`config.mk`:
```
export PLATFORM = sky130hd
export DESIGN_NAME = jisc_port
export DESIGN_NICKNAME = d
export VERILOG_FILES = /design/src/rtl/jisc_pkg.sv /design/src/rtl/jisc_flash_if.sv /design/src/rtl/jisc_sync.sv /design/src/rtl/jisc_flash.sv /design/src/rtl/jisc_port.sv
export SDC_FILE = /design/constraint.sdc
export NUM_CORES = 1
export LEC_CHECK = 0
export BUFFER_PORTS_ARGS = -buffer_cell sky130_fd_sc_hd__buf_4
export CORE_UTILIZATION = 45
export DETAILED_ROUTE_END_ITERATION = 8
export MAX_ROUTING_LAYER = met4
export PLACE_DENSITY = 0.58
export SLEW_MARGIN = 10
export SYNTH_ARGS = -nofsm -noshare
export SYNTH_HDL_FRONTEND = slang
export SYNTH_SLANG_ARGS = --single-unit
```
`constraint.sdc`:
```
create_clock -name pclk -period 7.2 [get_ports pclk]
set_input_delay 1.44 -clock pclk [delete_from_list [all_inputs] [get_ports pclk]]
set_output_delay 1.44 -clock pclk [all_outputs]
set_load 0.03 [all_outputs]
```
`src/rtl/jisc_pkg.sv`:
```
// Behaviour
// RQ1: after power-up test pins are inputs, awaiting enable
// RQ2: blank device defaults port pins to test function
// RQ3: data output drives only after enable command
// RQ4: extension outputs enabled only by enable command
// RQ5: error output low on failed erase/program
// RQ6: error held until clear, or reset after disable
// RQ7: status output high while flash readable
// RQ8: status output low during program/erase/writes
// RQ9: enable command may select open-drain extension outputs
// RQ10: security bit refuses all memory read-out
// RQ11: secured port accepts only full chip erase
// RQ12: full chip erase clears security, leaves blank
// RQ13: protected sectors refuse erase requests
// RQ14: controller holds chip reset during programming
// RQ15: configuration commands only, no boundary scan
// RQ16: unprogrammed memory and configuration read as ones
// RQ17: extension pins stay undriven until enabled
package jisc_pkg;
  localparam int unsigned CLK_MHZ = 100;
  localparam int unsigned PROG_NS = 2000;
  localparam int unsigned ERASE_NS = 9000;
  localparam int unsigned PROG_CYC = (PROG_NS * CLK_MHZ + 999) / 1000;
  localparam int unsigned ERASE_CYC = (ERASE_NS * CLK_MHZ + 999) / 1000;
  localparam int unsigned CNT_W = 12;
  localparam int unsigned IR_W = 8;
  localparam int unsigned DR_W = 16;
  localparam logic [IR_W-1:0] IR_CAPTURE = 8'h01;
  localparam logic [IR_W-1:0] IR_ENABLE = 8'h0c;
  localparam logic [IR_W-1:0] IR_DISABLE = 8'h0f;
  localparam logic [IR_W-1:0] IR_CLEAR = 8'h10;
  localparam logic [IR_W-1:0] IR_PROGRAM = 8'h0a;
  localparam logic [IR_W-1:0] IR_ERASE = 8'h0b;
  localparam logic [IR_W-1:0] IR_FULL_ERASE = 8'h0d;
  localparam logic [IR_W-1:0] IR_READ = 8'h0e;
  localparam logic [IR_W-1:0] IR_BYPASS = 8'hff;
  localparam int unsigned OPT_EXT = 0;
  localparam int unsigned OPT_OD = 1;
  localparam logic [7:0] REG_CTRL = 8'h00;
  localparam logic [7:0] REG_PROTECT = 8'h04;
  localparam logic [7:0] REG_STATUS = 8'h08;
  localparam logic [7:0] REG_INT_STAT = 8'h0c;
  localparam logic [7:0] REG_INT_MASK = 8'h10;
  localparam int unsigned CTRL_SECURE = 0;
  localparam int unsigned CTRL_PIN_JTAG = 1;
  localparam int unsigned INT_W = 4;
  localparam int unsigned INT_DONE = 0;
  localparam int unsigned INT_FAIL = 1;
  localparam int unsigned INT_REFUSED = 2;
  localparam int unsigned INT_ENABLED = 3;
  typedef enum logic [3:0] {
    TAP_RESET = 4'h0, TAP_IDLE = 4'h1, TAP_SEL_DR = 4'h3, TAP_CAP_DR = 4'h2,
    TAP_SH_DR = 4'h6, TAP_EX1_DR = 4'h7, TAP_PAU_DR = 4'h5, TAP_EX2_DR = 4'h4,
    TAP_UPD_DR = 4'hc, TAP_SEL_IR = 4'hd, TAP_CAP_IR = 4'hf, TAP_SH_IR = 4'he,
    TAP_EX1_IR = 4'ha, TAP_PAU_IR = 4'hb, TAP_EX2_IR = 4'h9, TAP_UPD_IR = 4'h8
  } jisc_tap_type;
  typedef enum logic [1:0] {
    FOP_PROG = 2'h0, FOP_ERASE_SECT = 2'h1, FOP_ERASE_ALL = 2'h3
  } jisc_fop_type;
endpackage

```
`src/rtl/jisc_flash_if.sv`:
```
`timescale 1ns/100ps
`default_nettype none
interface jisc_flash_if;
  logic req;
  jisc_pkg::jisc_fop_type op;
  logic [7:0] addr;
  logic [7:0] wdata;
  logic [7:0] rdata;
  logic busy;
  logic done;
  logic fail;
  modport ctl (output req, op, addr, wdata, input rdata, busy, done, fail);
  modport flash (input req, op, addr, wdata, output rdata, busy, done, fail);
endinterface
`default_nettype wire

```
`src/rtl/jisc_sync.sv`:
```
`timescale 1ns/100ps
`default_nettype none
module jisc_sync #(
  parameter int unsigned WIDTH = 4
) (
  // clock and reset
  input wire logic pclk,
  input wire logic presetn,
  // levels
  input wire logic [WIDTH-1:0] d,
  output logic [WIDTH-1:0] q
);
  typedef struct packed {
    logic [WIDTH-1:0] s1;
    logic [WIDTH-1:0] s2;
  } jisc_sync_type;
  jisc_sync_type r, next_r;
  always_comb begin
    next_r.s1 = d;
    next_r.s2 = r.s1;
  end
  always_ff @(posedge pclk or negedge presetn) begin
    if (!presetn) begin
      r <= '0;
    end else begin
      r <= next_r;
    end
  end
  assign q = r.s2;
endmodule
`default_nettype wire

```
`src/rtl/jisc_flash.sv`:
```
`timescale 1ns/100ps
`default_nettype none
module jisc_flash #(
  parameter int unsigned DEPTH = 64,
  parameter int unsigned SECT_BYTES = 8
) (
  // clock and reset
  input wire logic pclk,
  input wire logic presetn,
  // request port
  jisc_flash_if.flash f
);
  localparam int unsigned AW = $clog2(DEPTH);
  localparam int unsigned SW = $clog2(SECT_BYTES);
  typedef struct packed {
    logic [DEPTH-1:0][7:0] mem;
    jisc_pkg::jisc_fop_type op;
    logic [AW-1:0] addr;
    logic [7:0] wdata;
    logic [jisc_pkg::CNT_W-1:0] cnt;
    logic busy;
    logic done;
    logic fail;
    logic [7:0] rdata;
  } jisc_flash_type;
  jisc_flash_type r, next_r;
  always_comb begin
    next_r = r;
    next_r.done = 1'b0;
    next_r.fail = 1'b0;
    next_r.rdata = r.mem[f.addr[AW-1:0]];
    if (!r.busy && f.req) begin
      next_r.busy = 1'b1;
      next_r.op = f.op;
      next_r.addr = f.addr[AW-1:0];
      next_r.wdata = f.wdata;
      next_r.cnt = (f.op == jisc_pkg::FOP_PROG) ? jisc_pkg::CNT_W'(jisc_pkg::PROG_CYC - 1)
                                                : jisc_pkg::CNT_W'(jisc_pkg::ERASE_CYC - 1);
    end else if (r.busy && r.cnt != '0) begin
      next_r.cnt = r.cnt - 1'b1;
    end else if (r.busy) begin
      next_r.busy = 1'b0;
      next_r.done = 1'b1;
      for (int i = 0; i < DEPTH; i++) begin
        if (r.op == jisc_pkg::FOP_ERASE_ALL ||
            (r.op == jisc_pkg::FOP_ERASE_SECT && (i >> SW) == (r.addr >> SW))) begin
          next_r.mem[i] = 8'hff;
        end
      end
      // a cell only moves from one to zero; asking for a one over a zero fails
      if (r.op == jisc_pkg::FOP_PROG) begin
        if ((r.mem[r.addr] & r.wdata) != r.wdata) begin
          next_r.fail = 1'b1; // RQ5
        end else begin
          next_r.mem[r.addr] = r.wdata;
        end
      end
    end
  end
  always_ff @(posedge pclk or negedge presetn) begin
    if (!presetn) begin
      r <= '0;
      r.mem <= '1; // RQ16
      r.rdata <= 8'hff;
    end else begin
      r <= next_r;
    end
  end
  assign f.busy = r.busy;
  assign f.done = r.done;
  assign f.fail = r.fail;
  assign f.rdata = r.rdata;
endmodule
`default_nettype wire

```
`src/rtl/jisc_port.sv`:
```
// Implementation choices: the address map and the APB slave port.
`timescale 1ns/100ps
`default_nettype none
module jisc_port #(
  parameter int unsigned DEPTH = 64,
  parameter int unsigned SECT_BYTES = 8,
  parameter int unsigned SECTORS = DEPTH / SECT_BYTES
) (
  // clock and reset
  input wire logic pclk,
  input wire logic presetn,
  // apb slave
  input wire logic psel,
  input wire logic penable,
  input wire logic pwrite,
  input wire logic [7:0] paddr,
  input wire logic [31:0] pwdata,
  output logic [31:0] prdata,
  output logic pready,
  output logic pslverr,
  // serial test pins
  input wire logic tck,
  input wire logic tms,
  input wire logic tdi,
  output logic tdo_out,
  output logic tdo_oe,
  // extension pins
  output logic flash_status_out,
  output logic flash_status_oe,
  output logic flash_error_out,
  output logic flash_error_oe,
  // chip reset pin and port function
  input wire logic chip_reset_n,
  output logic pin_jtag_func,
  // interrupt
  output logic irq
);
  typedef struct packed {
    logic tck_d;
    jisc_pkg::jisc_tap_type tap;
    logic [jisc_pkg::IR_W-1:0] ir;
    logic [jisc_pkg::IR_W-1:0] ir_sh;
    logic [jisc_pkg::DR_W-1:0] dr_sh;
    logic isc_en;
    logic ext_en;
    logic od;
    logic disabled;
    logic err;
    logic secure;
    logic full_pend;
    logic pin_jtag;
    logic [SECTORS-1:0] protect;
    logic [jisc_pkg::INT_W-1:0] int_stat;
    logic [jisc_pkg::INT_W-1:0] int_mask;
    logic freq;
    jisc_pkg::jisc_fop_type fop;
    logic [7:0] faddr;
    logic [7:0] fdata;
    logic tdo;
    logic tdo_oe;
    logic st_out;
    logic st_oe;
    logic er_out;
    logic er_oe;
    logic [31:0] prdata;
    logic pslverr;
  } jisc_port_type;

  localparam int unsigned SW = $clog2(SECT_BYTES);
  localparam int unsigned AW = $clog2(DEPTH);

  jisc_port_type r, next_r;
  logic [3:0] pins_s;
  logic tck_s, tms_s, tdi_s, rst_s;
  logic tck_rise, tck_fall;
  logic [jisc_pkg::INT_W-1:0] ev;
  logic [7:0] status_byte;
  logic bypass;
  logic setup, access;

  jisc_flash_if fif ();

  jisc_sync #(.WIDTH(4)) u_sync (
    .pclk(pclk),
    .presetn(presetn),
    .d({chip_reset_n, tdi, tms, tck}),
    .q(pins_s)
  );

  jisc_flash #(.DEPTH(DEPTH), .SECT_BYTES(SECT_BYTES)) u_flash (
    .pclk(pclk),
    .presetn(presetn),
    .f(fif.flash)
  );

  assign tck_s = pins_s[0];
  assign tms_s = pins_s[1];
  assign tdi_s = pins_s[2];
  assign rst_s = pins_s[3];
  // the link clock is sampled, so it must stay well below half of pclk
  assign tck_rise = tck_s && !r.tck_d;
  assign tck_fall = !tck_s && r.tck_d;
  assign status_byte = {1'b0, r.disabled, r.err, fif.busy, r.secure, r.od, r.ext_en, r.isc_en};
  // anything not in the configuration set falls back to a one-bit bypass
  assign bypass = !(r.ir inside {jisc_pkg::IR_ENABLE, jisc_pkg::IR_DISABLE, jisc_pkg::IR_CLEAR,
                                 jisc_pkg::IR_PROGRAM, jisc_pkg::IR_ERASE,
                                 jisc_pkg::IR_FULL_ERASE, jisc_pkg::IR_READ}); // RQ15
  assign setup = psel && !penable;
  assign access = psel && penable;

  function automatic jisc_pkg::jisc_tap_type tap_next(input jisc_pkg::jisc_tap_type s,
                                                      input logic m);
    case (s)
      jisc_pkg::TAP_RESET: tap_next = m ? jisc_pkg::TAP_RESET : jisc_pkg::TAP_IDLE;
      jisc_pkg::TAP_IDLE: tap_next = m ? jisc_pkg::TAP_SEL_DR : jisc_pkg::TAP_IDLE;
      jisc_pkg::TAP_SEL_DR: tap_next = m ? jisc_pkg::TAP_SEL_IR : jisc_pkg::TAP_CAP_DR;
      jisc_pkg::TAP_CAP_DR: tap_next = m ? jisc_pkg::TAP_EX1_DR : jisc_pkg::TAP_SH_DR;
      jisc_pkg::TAP_SH_DR: tap_next = m ? jisc_pkg::TAP_EX1_DR : jisc_pkg::TAP_SH_DR;
      jisc_pkg::TAP_EX1_DR: tap_next = m ? jisc_pkg::TAP_UPD_DR : jisc_pkg::TAP_PAU_DR;
      jisc_pkg::TAP_PAU_DR: tap_next = m ? jisc_pkg::TAP_EX2_DR : jisc_pkg::TAP_PAU_DR;
      jisc_pkg::TAP_EX2_DR: tap_next = m ? jisc_pkg::TAP_UPD_DR : jisc_pkg::TAP_SH_DR;
      jisc_pkg::TAP_UPD_DR: tap_next = m ? jisc_pkg::TAP_SEL_DR : jisc_pkg::TAP_IDLE;
      jisc_pkg::TAP_SEL_IR: tap_next = m ? jisc_pkg::TAP_RESET : jisc_pkg::TAP_CAP_IR;
      jisc_pkg::TAP_CAP_IR: tap_next = m ? jisc_pkg::TAP_EX1_IR : jisc_pkg::TAP_SH_IR;
      jisc_pkg::TAP_SH_IR: tap_next = m ? jisc_pkg::TAP_EX1_IR : jisc_pkg::TAP_SH_IR;
      jisc_pkg::TAP_EX1_IR: tap_next = m ? jisc_pkg::TAP_UPD_IR : jisc_pkg::TAP_PAU_IR;
      jisc_pkg::TAP_PAU_IR: tap_next = m ? jisc_pkg::TAP_EX2_IR : jisc_pkg::TAP_PAU_IR;
      jisc_pkg::TAP_EX2_IR: tap_next = m ? jisc_pkg::TAP_UPD_IR : jisc_pkg::TAP_SH_IR;
      jisc_pkg::TAP_UPD_IR: tap_next = m ? jisc_pkg::TAP_SEL_DR : jisc_pkg::TAP_IDLE;
      default: tap_next = jisc_pkg::TAP_RESET;
    endcase
  endfunction

  always_comb begin
    next_r = r;
    ev = '0;
    next_r.tck_d = tck_s;
    next_r.freq = 1'b0;

    // serial state machine advances on the sampled rising edge of the link clock
    if (tck_rise) begin
      next_r.tap = tap_next(r.tap, tms_s);
      case (r.tap)
        jisc_pkg::TAP_RESET: begin
          next_r.ir = jisc_pkg::IR_BYPASS;
        end
        jisc_pkg::TAP_CAP_IR: begin
          next_r.ir_sh = jisc_pkg::IR_CAPTURE;
        end
        jisc_pkg::TAP_SH_IR: begin
          next_r.ir_sh = {tdi_s, r.ir_sh[jisc_pkg::IR_W-1:1]};
        end
        jisc_pkg::TAP_UPD_IR: begin
          next_r.ir = r.ir_sh;
        end
        jisc_pkg::TAP_CAP_DR: begin
          if (r.ir == jisc_pkg::IR_READ) begin
            // secured parts shift out zeros instead of memory contents
            next_r.dr_sh = {r.faddr, r.secure ? 8'h00 : fif.rdata}; // RQ10
          end else begin
            next_r.dr_sh = {8'h00, status_byte};
          end
        end
        jisc_pkg::TAP_SH_DR: begin
          if (bypass) begin
            next_r.dr_sh[0] = tdi_s;
          end else begin
            next_r.dr_sh = {tdi_s, r.dr_sh[jisc_pkg::DR_W-1:1]};
          end
        end
        jisc_pkg::TAP_UPD_DR: begin
          if (r.ir == jisc_pkg::IR_ENABLE) begin
            next_r.isc_en = 1'b1; // RQ3
            next_r.ext_en = r.dr_sh[jisc_pkg::OPT_EXT]; // RQ4
            next_r.od = r.dr_sh[jisc_pkg::OPT_OD]; // RQ9
            next_r.disabled = 1'b0;
            ev[jisc_pkg::INT_ENABLED] = 1'b1;
          end else if (!r.isc_en) begin
            // nothing but the enable command is honoured before enable
            next_r.isc_en = 1'b0; // RQ1
          end else if (r.ir == jisc_pkg::IR_DISABLE) begin
            next_r.isc_en = 1'b0;
            next_r.ext_en = 1'b0;
            next_r.disabled = 1'b1;
          end else if (r.ir == jisc_pkg::IR_CLEAR) begin
            next_r.err = 1'b0; // RQ6
          end else if (r.ir == jisc_pkg::IR_FULL_ERASE) begin
            if (!fif.busy) begin
              next_r.freq = 1'b1;
              next_r.fop = jisc_pkg::FOP_ERASE_ALL;
              next_r.full_pend = 1'b1;
            end else begin
              ev[jisc_pkg::INT_REFUSED] = 1'b1;
            end
          end else if (r.secure && !bypass) begin
            ev[jisc_pkg::INT_REFUSED] = 1'b1; // RQ11
          end else if (r.ir == jisc_pkg::IR_READ) begin
            next_r.faddr = r.dr_sh[15:8];
          end else if (r.ir == jisc_pkg::IR_PROGRAM || r.ir == jisc_pkg::IR_ERASE) begin
            next_r.faddr = r.dr_sh[15:8];
            next_r.fdata = r.dr_sh[7:0];
            if (fif.busy) begin
              ev[jisc_pkg::INT_REFUSED] = 1'b1;
            end else if (r.ir == jisc_pkg::IR_PROGRAM) begin
              next_r.freq = 1'b1;
              next_r.fop = jisc_pkg::FOP_PROG;
            end else if (r.protect[r.dr_sh[8+AW-1:8+SW]]) begin
              ev[jisc_pkg::INT_REFUSED] = 1'b1; // RQ13
            end else begin
              next_r.freq = 1'b1;
              next_r.fop = jisc_pkg::FOP_ERASE_SECT;
            end
          end
        end
        default: begin
          next_r.tap = tap_next(r.tap, tms_s);
        end
      endcase
    end

    // output data changes on the falling edge so the controller samples it stable
    if (tck_fall) begin
      next_r.tdo = (r.tap == jisc_pkg::TAP_SH_IR) ? r.ir_sh[0] : r.dr_sh[0];
    end
    next_r.tdo_oe = r.isc_en; // RQ3

    // flash completion
    if (fif.done) begin
      ev[jisc_pkg::INT_DONE] = 1'b1;
      if (r.full_pend) begin
        next_r.secure = 1'b0; // RQ12
        next_r.pin_jtag = 1'b1; // RQ2
        next_r.full_pend = 1'b0;
      end
    end
    // chip reset after disable releases the error; the programmer keeps
    // the chip reset low during programming, so only a disabled port sees it
    if (!rst_s && r.disabled) begin
      next_r.err = 1'b0; // RQ6 RQ14
    end
    // a failure in the same cycle as a clear still lands
    if (fif.fail) begin
      next_r.err = 1'b1; // RQ5
      ev[jisc_pkg::INT_FAIL] = 1'b1;
    end

    // extension pins: push-pull drives both levels, open-drain only pulls low
    next_r.st_out = r.od ? 1'b0 : !fif.busy; // RQ7 RQ8
    next_r.st_oe = r.ext_en && (!r.od || fif.busy); // RQ9 RQ17
    next_r.er_out = r.od ? 1'b0 : !r.err; // RQ5
    next_r.er_oe = r.ext_en && (!r.od || r.err); // RQ4 RQ17

    // apb: read data and error are prepared in the setup cycle
    if (setup) begin
      next_r.pslverr = 1'b0;
      case (paddr)
        jisc_pkg::REG_CTRL: next_r.prdata = 32'({r.pin_jtag, r.secure});
        jisc_pkg::REG_PROTECT: next_r.prdata = 32'(r.protect);
        jisc_pkg::REG_STATUS: next_r.prdata = 32'(status_byte);
        jisc_pkg::REG_INT_STAT: next_r.prdata = 32'(r.int_stat);
        jisc_pkg::REG_INT_MASK: next_r.prdata = 32'(r.int_mask);
        default: begin
          next_r.prdata = 32'h0000_0000;
          next_r.pslverr = 1'b1;
        end
      endcase
    end
    if (access && pwrite) begin
      case (paddr)
        jisc_pkg::REG_CTRL: begin
          // the security bit is set by software and only a full erase clears it
          if (pwdata[jisc_pkg::CTRL_SECURE]) begin
            next_r.secure = 1'b1;
          end
          next_r.pin_jtag = pwdata[jisc_pkg::CTRL_PIN_JTAG];
        end
        jisc_pkg::REG_PROTECT: next_r.protect = pwdata[SECTORS-1:0];
        jisc_pkg::REG_INT_STAT: next_r.int_stat = r.int_stat & ~pwdata[jisc_pkg::INT_W-1:0];
        jisc_pkg::REG_INT_MASK: next_r.int_mask = pwdata[jisc_pkg::INT_W-1:0];
        default: begin
          next_r.int_mask = r.int_mask;
        end
      endcase
    end
    // events win over a simultaneous write-one-to-clear
    next_r.int_stat = next_r.int_stat | ev;
  end

  always_ff @(posedge pclk or negedge presetn) begin
    if (!presetn) begin
      r <= '0;
      r.tap <= jisc_pkg::TAP_RESET;
      r.ir <= jisc_pkg::IR_BYPASS;
      r.pin_jtag <= 1'b1; // RQ2 RQ16
      r.fop <= jisc_pkg::FOP_PROG;
      r.st_out <= 1'b1;
      r.er_out <= 1'b1;
    end else begin
      r <= next_r;
    end
  end

  assign fif.req = r.freq;
  assign fif.op = r.fop;
  assign fif.addr = r.faddr;
  assign fif.wdata = r.fdata;

  assign prdata = r.prdata;
  assign pready = 1'b1;
  assign pslverr = r.pslverr && access;
  assign tdo_out = r.tdo;
  assign tdo_oe = r.tdo_oe;
  assign flash_status_out = r.st_out;
  assign flash_status_oe = r.st_oe;
  assign flash_error_out = r.er_out;
  assign flash_error_oe = r.er_oe;
  assign pin_jtag_func = r.pin_jtag;
  assign irq = |(r.int_stat & r.int_mask);
endmodule
`default_nettype wire

```
==> results of run 1 <==
==> metal layers <==
metal | vias to the layer above | track usage | part of all wire
met5 | - | - | 0
li1 | 11340 | - | -
met2 | 2189 | 0.4816 | 0.41
met3 | 436 | 0.1515 | 0.14
met4 | 0 | 0.2045 | 0.059
met1 | 15060 | 0.5012 | 0.39
==> per-stage QoR <==
stage            util  instance area, um^2
5_1_grt        0.5093                39650
3_3_place_gp   0.4740                36900
3_5_place_dp   0.4740                36900
6_report       0.5094                39660
4_1_cts        0.5089                39610
2_1_floorplan       -                35680
==> where the power goes <==
part / leakage, nW / switching [mW] / total, mW / internal, mW
Sequential: 7.12 / 0.121 / 3.90 / 3.78
Clock: 1.34 / 1.68 / 4.23 / 2.55
Combinational: 6.29 / 0.264 / 0.378 / 0.114
==> how the worst min path moves through the flow <==
stage,startpoint,endpoint,slack (ns),cells after the start
3_5_place_dp,u_sync.next_r[0],u_sync.q[0],0.33,0
5_1_grt,u_sync.next_r[0],u_sync.q[0],0.35,0
4_1_cts,u_sync.next_r[0],u_sync.q[0],0.35,0
2_1_floorplan,u_sync.next_r[0],u_sync.q[0],0.33,0
3_3_place_gp,u_sync.next_r[2],u_sync.q[2],0.33,0
6_report,u_sync.next_r[0],u_sync.q[0],0.35,0
==> placed cells by master, fill, tap and decap left out, types with 10 or more instances in the layout <==
cell type / instances
sky130_fd_sc_hd__a21oi_1: 68
sky130_fd_sc_hd__a221oi_1: 22
sky130_fd_sc_hd__buf_12: 10
sky130_fd_sc_hd__nand2b_1: 15
sky130_fd_sc_hd__dfrtp_1: 116
sky130_fd_sc_hd__nor4_1: 16
sky130_fd_sc_hd__a2bb2oi_1: 288
sky130_fd_sc_hd__mux4_2: 235
sky130_fd_sc_hd__dfstp_2: 531
sky130_fd_sc_hd__clkbuf_1: 16
sky130_fd_sc_hd__nor3_1: 25
sky130_fd_sc_hd__nand4_1: 11
sky130_fd_sc_hd__clkbuf_16: 81
sky130_fd_sc_hd__a211oi_1: 10
sky130_fd_sc_hd__o21ai_0: 79
sky130_fd_sc_hd__o21a_1: 37
sky130_fd_sc_hd__clkbuf_8: 16
sky130_fd_sc_hd__nand2_1: 165
sky130_fd_sc_hd__nand3_1: 44
sky130_fd_sc_hd__conb_1: 25
sky130_fd_sc_hd__mux2_2: 51
sky130_fd_sc_hd__o22a_1: 48
sky130_fd_sc_hd__or4_1: 16
sky130_fd_sc_hd__a21o_1: 11
sky130_fd_sc_hd__buf_4: 124
sky130_fd_sc_hd__a31oi_1: 24
sky130_fd_sc_hd__nor2_2: 37
sky130_fd_sc_hd__clkinv_2: 14
sky130_fd_sc_hd__diode_2: 16
sky130_fd_sc_hd__a32oi_1: 11
sky130_fd_sc_hd__inv_1: 185
sky130_fd_sc_hd__nor2_1: 165
sky130_fd_sc_hd__mux2i_1: 62
sky130_fd_sc_hd__a22oi_1: 203
sky130_fd_sc_hd__o221ai_1: 13
sky130_fd_sc_hd__and3_1: 13
sky130_fd_sc_hd__nor2b_1: 14
==> sequential cells by signal, indices dropped and copies added (netlist names) <==
name,cells
tdo_oe,1
fif.addr,8
prdata,8
fif.wdata,8
fif.op,2
u_flash.f.rdata,8
fif.req,1
u_flash.f.busy,1
pin_jtag_func,1
u_flash.f.done,1
u_flash.f.fail,1
u_sync.next_r,4
u_sync.q,4
u_flash.r,540
flash_status_oe,1
flash_status_out,1
tdo_out,1
next_r,1
flash_error_out,1
flash_error_oe,1
r,60
==> kinds of logic after synthesis <==
logic type | count (synthesis) | synth area share
AO/OA/AOI/OAI | 906 | 0.1960
other | 2 | 0.0002110
buffers and inverters | 460 | 0.05940
AND/OR/NAND/NOR | 594 | 0.08168
adder cells (fa/ha/maj) | 1 | 0.0003514
flip-flops | 654 | 0.4784
multiplexers | 348 | 0.1822
XOR/XNOR | 7 | 0.001722
==> layout make-up <==
class	count	area [um^2]	share of cell area
flip-flops and latches	654	17050	0.4299
multi-input cells	1881	16700	0.4211
clock buffers	113	2307	0.05818
well taps	1040	1301	0.03281
repair buffers	135	1146	0.02890
inverters	189	709.4	0.01789
clock inverters	29	402.9	0.01016
diodes	16	40.04	0.001010
==> Yosys cell counts, drive strengths merged (5+ instances only) <==
| master | n |
|---|---|
| nor4 | 22 |
| nor2b | 16 |
| a31oi | 24 |
| a32o | 7 |
| o221ai | 14 |
| a22oi | 203 |
| mux2i | 62 |
| a21o | 11 |
| and2 | 7 |
| mux4 | 235 |
| nand3b | 9 |
| dfrtp | 123 |
| dfstp | 531 |
| o22ai | 9 |
| or2 | 8 |
| o21ai | 89 |
| a221oi | 22 |
| nand2 | 165 |
| and3 | 13 |
| nor3b | 9 |
| o22a | 48 |
| clkbuf | 136 |
| or4 | 16 |
| mux2 | 51 |
| nand4 | 11 |
| nor2 | 202 |
| o21a | 37 |
| or3 | 9 |
| nand2b | 15 |
| inv | 185 |
| buf | 135 |
| a32oi | 11 |
| a2bb2oi | 288 |
| a211oi | 10 |
| nand3 | 46 |
| a22o | 6 |
| o31ai | 8 |
| nor3 | 34 |
| a21oi | 75 |
| xnor2 | 5 |
==> results.md, run 1 <==
| Step | Metric | Reported |
| --- | --- | --- |
| yosys | Yosys cell types | 87 |
| setup path | CP Launch Point | u_flash.r[32] |
| power | VDD IR max | 148.2 uV |
| finish | Number of fill cells in the layout | 6762 |
| sta | Final WS setup | 1.290 ns |
| floorplan | Row cnt | 102 |
| setup path | Crit. End Element | flip-flop |
| yosys | Sequential area share after synthesis | 0.4784 |
| clock tree | TritonCTS Buffers | 77 |
| detailed routing | First-pass DRT Iterations | 6 |
| sta | Final-report hold violation count | 0 |
| detailed routing | Via count normalized by instance count | 7.154 |
| detailed routing | Initial detailed-routing violation count | 4418 |
| setup path | Slowest-stage cell, CP | sky130_fd_sc_hd__dfrtp_4 |
| clock tree | Hold-fix buffers at CTS | 0 |
| yosys | Most area-hungry cell type in the Yosys netlist | sky130_fd_sc_hd__dfstp_2 |
| sta | Tightest Pin Transition | 1.432 ns |
| clock tree | Clock buffer depth | 3 |
| setup path | Crit path buf inv count | 1 |
| floorplan | Horiz. Die Dim | 283.3 um |
| setup path | CP Launch Type | flip-flop |
| floorplan | Die Span Y | 283.3 um |
| global routing | Grt ovf | 0 |
| setup path | Crit-path leading delay family | simple AND/OR/NAND/NOR gates |
| detailed routing | Post-route DRC | 0 |
| power | Total power density per cell area | 214.6 nW/um^2 |
| global routing | Pin count of the biggest net entering global routing | 149 |
| floorplan | Core footprint | 77850 um^2 |
| sta | Worst hold slack | 0.3462 ns |
| floorplan | Die footprint | 80240 um^2 |
| clock tree | Clock tree from TritonCTS | yes |
| sta | Unrepaired setup endpoints after global routing | false |
| placed design | Inst Count DP | 3899 |
| global routing | First-pass GRT wire length | 210900 um |
| finish | Area growth from synthesis to final layout | 11.41% |
| hold path | Hold WC Path Type | flip-flop to flip-flop |
| finish | Number of standard cells in the layout, taps in and fillers out | 4057 |
| placed design | Global placement routability congestion | 1.051 |
| clock tree | Post-cts sizing count | 0 |
| sta | Final Skew | 0.03938 ns |
| sta | Post-route clock period utilization | 0.8208 |
| placed design | HPWL after detailed placement | 94080 um |
| global routing | Number of antenna violations at the first check in global routing | 13 |
| setup path | Worst setup path category | flip-flop to flip-flop |
| global routing | Total routing usage reported by global routing | 0.3761 |
| clock tree | Cell at the root of the clock tree | sky130_fd_sc_hd__clkbuf_16 |
| setup path | Startpoint of the most critical register-to-register path | u_flash.r[32] |
| finish | Net total in the final layout | 2988 |
| detailed routing | Number of antenna-violating nets in the routed design | 0 |
| setup path | Reg-to-reg setup timing slack | 1.29 ns |
| sta | Count of final max-slew check failures | 0 |
| global routing | Via count of the first global-routing pass | 27750 |
| clock tree | CTS sink cnt | 654 |
| yosys | Mapped cell area | 35600 um^2 |
| run | Maxcap violations | 0 |
| yosys | Ys flop type | sky130_fd_sc_hd__dfstp_2 |
| run status | Outcome | finished clean |
| sta | Max Fclk | 169.2 MHz |
| yosys | Cell types with the largest area share after synthesis | sky130_fd_sc_hd__dfstp_2 (39%), sky130_fd_sc_hd__mux4_2 (15%), sky130_fd_sc_hd__dfrtp_1 (8.6%), sky130_fd_sc_hd__a2bb2oi_1 (7.1%), sky130_fd_sc_hd__a22oi_1 (4.3%) |
| sta | Final Setup Violations | 0 |
| sta | Final sum of negative setup slack | 0 ns |
| power | Sum of internal, switching and leakage power | 8.509 mW |
| setup path | Worst Path Max Fanout | 43 |
| detailed routing | Final wirelength | 147800 um |
| yosys | Post-synthesis cell count | 2972 |
| placed design | Place WS | 1.726 ns |
| clock tree | Deepest level of the CTS H-tree | 3 |
| floorplan | Starting density of the core | 0.4573 |
| setup path | Worst endpoint data arrival time | 6.47 ns |
| yosys | Proportion of register bits with asynchronous set or reset after synthesis | 1.000 |
| setup path | WP data required | 7.76 ns |
| yosys | EDFF count, synth | 0 |
| finish | Layout cells sized above 1 | 0.3902 |
| setup path | Reg-to-Reg End | u_flash.r[543] |
| clock tree | Post-CTS Setup Inserts | 0 |
| yosys | Syn_area_per_cell | 11.98 um^2 |
| yosys | Proportion of netlist area held by the largest area contributor | 0.3919 |
| power | Static leakage | 14.75 nW |
| setup path | R2r worst-path depth | 11 |
| detailed routing | Average wire per cell in the routed design | 36.42 um |
| setup path | Critical path, cell by cell | nor2b_4 > buf_4 > a32o_1 > o21ai_0 > nand4_1 > nor3_1 > nor4b_2 > nand3_2 > nor3_4 > nand3_1 > o22a_1 |
| setup path | Path length in cells of the critical path | 11 |
| placed design | Port buffer count | 41 |
| setup path | Delay contributed by the slowest stage of the critical path | 0.91 ns |
| yosys | Yosys reg bits | 654 |
| floorplan | Boundary pin count | 91 |
| setup path | CP Capture Point | u_flash.r[543] |
| clock tree | Reg clk slew, reported paths | 0.06 ns |
| yosys | Count of warnings emitted by yosys | 0 |
| clock tree | Latest clock arrival within the worst-skew pair | 0.66 ns |
| sta | Relative slew slack | 0.04444 |
| detailed routing | Detailed-route via count | 29020 |
| sta | Clock period minus worst slack | 5.910 ns |
Note: power is estimated with default switching activity, not from simulation.
==> inputs of run 2 (changes only) <==
==> constraint.sdc (replaced) <==
create_clock -name pclk -period 6.1 [get_ports pclk]
set_input_delay 1.22 -clock pclk [delete_from_list [all_inputs] [get_ports pclk]]
set_output_delay 1.22 -clock pclk [all_outputs]
set_load 0.03 [all_outputs]
==> run 2 against run 1 <==
Register-to-register slack worse by 0.43 ns. Clock-buffer cell count is 4 higher. Sequential share of layout area is 0.19 points lower. Sequential power is 18% higher. Die area stayed put. Largest cell class unchanged. Largest power group unchanged.
==> results.md, run 2 (synthesis gave the netlist of run 1 again) <==
| Step | Metric | Reported |
| --- | --- | --- |
| sta | Final-report hold violation count | 0 |
| detailed routing | Number of antenna-violating nets in the routed design | 0 |
| setup path | CP Launch Point | u_flash.r[31] |
| detailed routing | Via count normalized by instance count | 7.114 |
| global routing | Pin count of the biggest net entering global routing | 127 |
| run | Maxcap violations | 0 |
| power | Sum of internal, switching and leakage power | 9.793 mW |
| clock tree | Reg clk slew, reported paths | 0.06 ns |
| clock tree | Latest clock arrival within the worst-skew pair | 0.64 ns |
| clock tree | Post-cts sizing count | 0 |
| floorplan | Starting density of the core | 0.4573 |
| floorplan | Die Span Y | 283.3 um |
| global routing | Total routing usage reported by global routing | 0.3722 |
| setup path | Worst Path Max Fanout | 38 |
| placed design | HPWL after detailed placement | 95190 um |
| detailed routing | Average wire per cell in the routed design | 35.67 um |
| floorplan | Core footprint | 77850 um^2 |
| placed design | Global placement routability congestion | 1.040 |
| sta | Count of final max-slew check failures | 0 |
| setup path | R2r worst-path depth | 12 |
| detailed routing | Post-route DRC | 0 |
| detailed routing | Final wirelength | 146000 um |
| clock tree | CTS sink cnt | 654 |
| clock tree | Post-CTS Setup Inserts | 0 |
| floorplan | Die footprint | 80240 um^2 |
| sta | Relative slew slack | 0.07849 |
| finish | Most common cell after layout, fill and taps aside | sky130_fd_sc_hd__dfstp_2 |
| setup path | WP data required | 6.65 ns |
| sta | Clock period minus worst slack | 5.242 ns |
| setup path | Critical path, cell by cell | buf_4 > nand2b_1 > o221ai_1 > a21oi_1 > o221ai_2 > nor3_1 > nor4b_2 > nand3_2 > buf_12 > or4_1 > a21oi_2 > a2bb2oi_1 |
| detailed routing | Initial detailed-routing violation count | 4268 |
| sta | Final sum of negative setup slack | 0 ns |
| clock tree | Clock buffer depth | 3 |
| power | VDD IR max | 180.4 uV |
| global routing | Number of antenna violations at the first check in global routing | 9 |
| finish | Net total in the final layout | 3031 |
| clock tree | TritonCTS Buffers | 78 |
| floorplan | Boundary pin count | 91 |
| hold path | Hold WC Path Type | flip-flop to flip-flop |
| global routing | Via count of the first global-routing pass | 28480 |
| setup path | Delay contributed by the slowest stage of the critical path | 0.75 ns |
| finish | Flip-flop count of the largest register, all copies and words added | 540 |
| finish | Area growth from synthesis to final layout | 11.90% |
| setup path | Slowest-stage cell, CP | sky130_fd_sc_hd__dfrtp_4 |
| global routing | Grt ovf | 0 |
| setup path | CP Launch Type | flip-flop |
| finish | Register bank with the most flops | u_flash.r |
| detailed routing | Detailed-route via count | 29120 |
| sta | Final Setup Violations | 0 |
| setup path | Reg-to-Reg End | u_flash.r[463] |
| power | Static leakage | 14.89 nW |
| power | Total power density per cell area | 245.8 nW/um^2 |
| clock tree | Hold-fix buffers at CTS | 0 |
| placed design | Port buffer count | 41 |
| sta | Max Fclk | 190.8 MHz |
| finish | Registers with the most flip-flops | u_flash.r (540), r (60) |
| setup path | CP Capture Point | u_flash.r[463] |
| sta | Post-route clock period utilization | 0.8593 |
| setup path | Worst setup path category | flip-flop to flip-flop |
| run status | Outcome | finished clean |
| sta | Tightest Pin Transition | 1.381 ns |
| setup path | Worst endpoint data arrival time | 5.79 ns |
| sta | Final Skew | 0.02113 ns |
| setup path | Startpoint of the most critical register-to-register path | u_flash.r[31] |
| global routing | First-pass GRT wire length | 209900 um |
| detailed routing | First-pass DRT Iterations | 6 |
| clock tree | Clock tree from TritonCTS | yes |
| clock tree | Deepest level of the CTS H-tree | 3 |
| setup path | Crit. End Element | flip-flop |
| setup path | Reg-to-reg setup timing slack | 0.86 ns |
| finish | Layout cells sized above 1 | 0.3916 |
| sta | Final WS setup | 0.8584 ns |
| sta | Unrepaired setup endpoints after global routing | false |
| floorplan | Row cnt | 102 |
| placed design | Place WS | 1.122 ns |
| clock tree | Cell at the root of the clock tree | sky130_fd_sc_hd__clkbuf_16 |
| finish | Most frequent cells in the layout | sky130_fd_sc_hd__dfstp_2 (531), sky130_fd_sc_hd__a2bb2oi_1 (288), sky130_fd_sc_hd__mux4_2 (235), sky130_fd_sc_hd__a22oi_1 (203), sky130_fd_sc_hd__inv_1 (185) |
| floorplan | Horiz. Die Dim | 283.3 um |
run 2: cell types whose count changed in the layout (fill, tap and decap cells not counted), moves of 4 or more:
cell / change
sky130_fd_sc_hd__clkbuf_1: +8
sky130_fd_sc_hd__diode_2: -7
sky130_fd_sc_hd__bufinv_16: -4
sky130_fd_sc_hd__buf_12: +4
sky130_fd_sc_hd__nor2_2: -12
sky130_fd_sc_hd__nor2_1: +11
sky130_fd_sc_hd__buf_4: +38
sky130_fd_sc_hd__clkbuf_8: -5
run 2: cell type report:
cell class	instances	area, um^2
fillers	6810	38020
flip-flops and latches	654	17050
multi-input cells	1881	16660
clock buffers	117	2293
repair buffers	177	1511
well taps	1040	1301
inverters	189	709.4
clock inverters	26	279.0
diodes	9	22.52
run 2: worst min path at each step:
stage	startpoint	endpoint	slack (ns)	cells after the start
3_3_place_gp	u_sync.next_r[3]	u_sync.q[3]	0.33	0
6_report	u_sync.next_r[2]	u_sync.q[2]	0.35	0
4_1_cts	u_sync.next_r[2]	u_sync.q[2]	0.35	0
3_5_place_dp	u_sync.next_r[2]	u_sync.q[2]	0.34	0
2_1_floorplan	u_sync.next_r[0]	u_sync.q[0]	0.33	0
5_1_grt	u_sync.next_r[0]	u_sync.q[0]	0.36	0
run 2: layer usage:
metal / track usage / vias to the layer above / share of wire
met5: - / - / 0
met4: 0.1915 / 0 / 0.062
met3: 0.1389 / 510 / 0.14
met2: 0.4956 / 2229 / 0.41
met1: 0.4914 / 14990 / 0.39
li1: - / 11390 / -
run 2: per-stage QoR:
| stage | cell area [um^2] | util | hold WS, ns | std cells |
|---|---|---|---|---|
| 2_1_floorplan | 35680 | - | 0.3312 | 2995 |
| 3_3_place_gp | 37230 | 0.4782 | 0.3314 | 3941 |
| 3_5_place_dp | 37230 | 0.4782 | 0.3358 | 3941 |
| 4_1_cts | 39800 | 0.5113 | 0.3497 | 4084 |
| 5_1_grt | 39830 | 0.5116 | 0.3580 | 4090 |
| 6_report | 39830 | 0.5117 | 0.3456 | 4093 |
run 2: critical path, delay by kind of cell, from the launching register on:
| kind | cells | cell delay, ns |
|---|---|---|
| buffers and inverters | 2 | 0.63 |
| AO/OA/AOI/OAI | 5 | 1.66 |
| flip-flops | 1 | 0.75 |
| AND/OR/NAND/NOR | 5 | 2.05 |
run 2: where the power goes:
part	switching, mW	total, mW	internal [mW]
Combinational	0.304	0.439	0.135
Clock	1.93	4.75	2.81
Sequential	0.144	4.61	4.46
Total	2.38	9.79	7.41
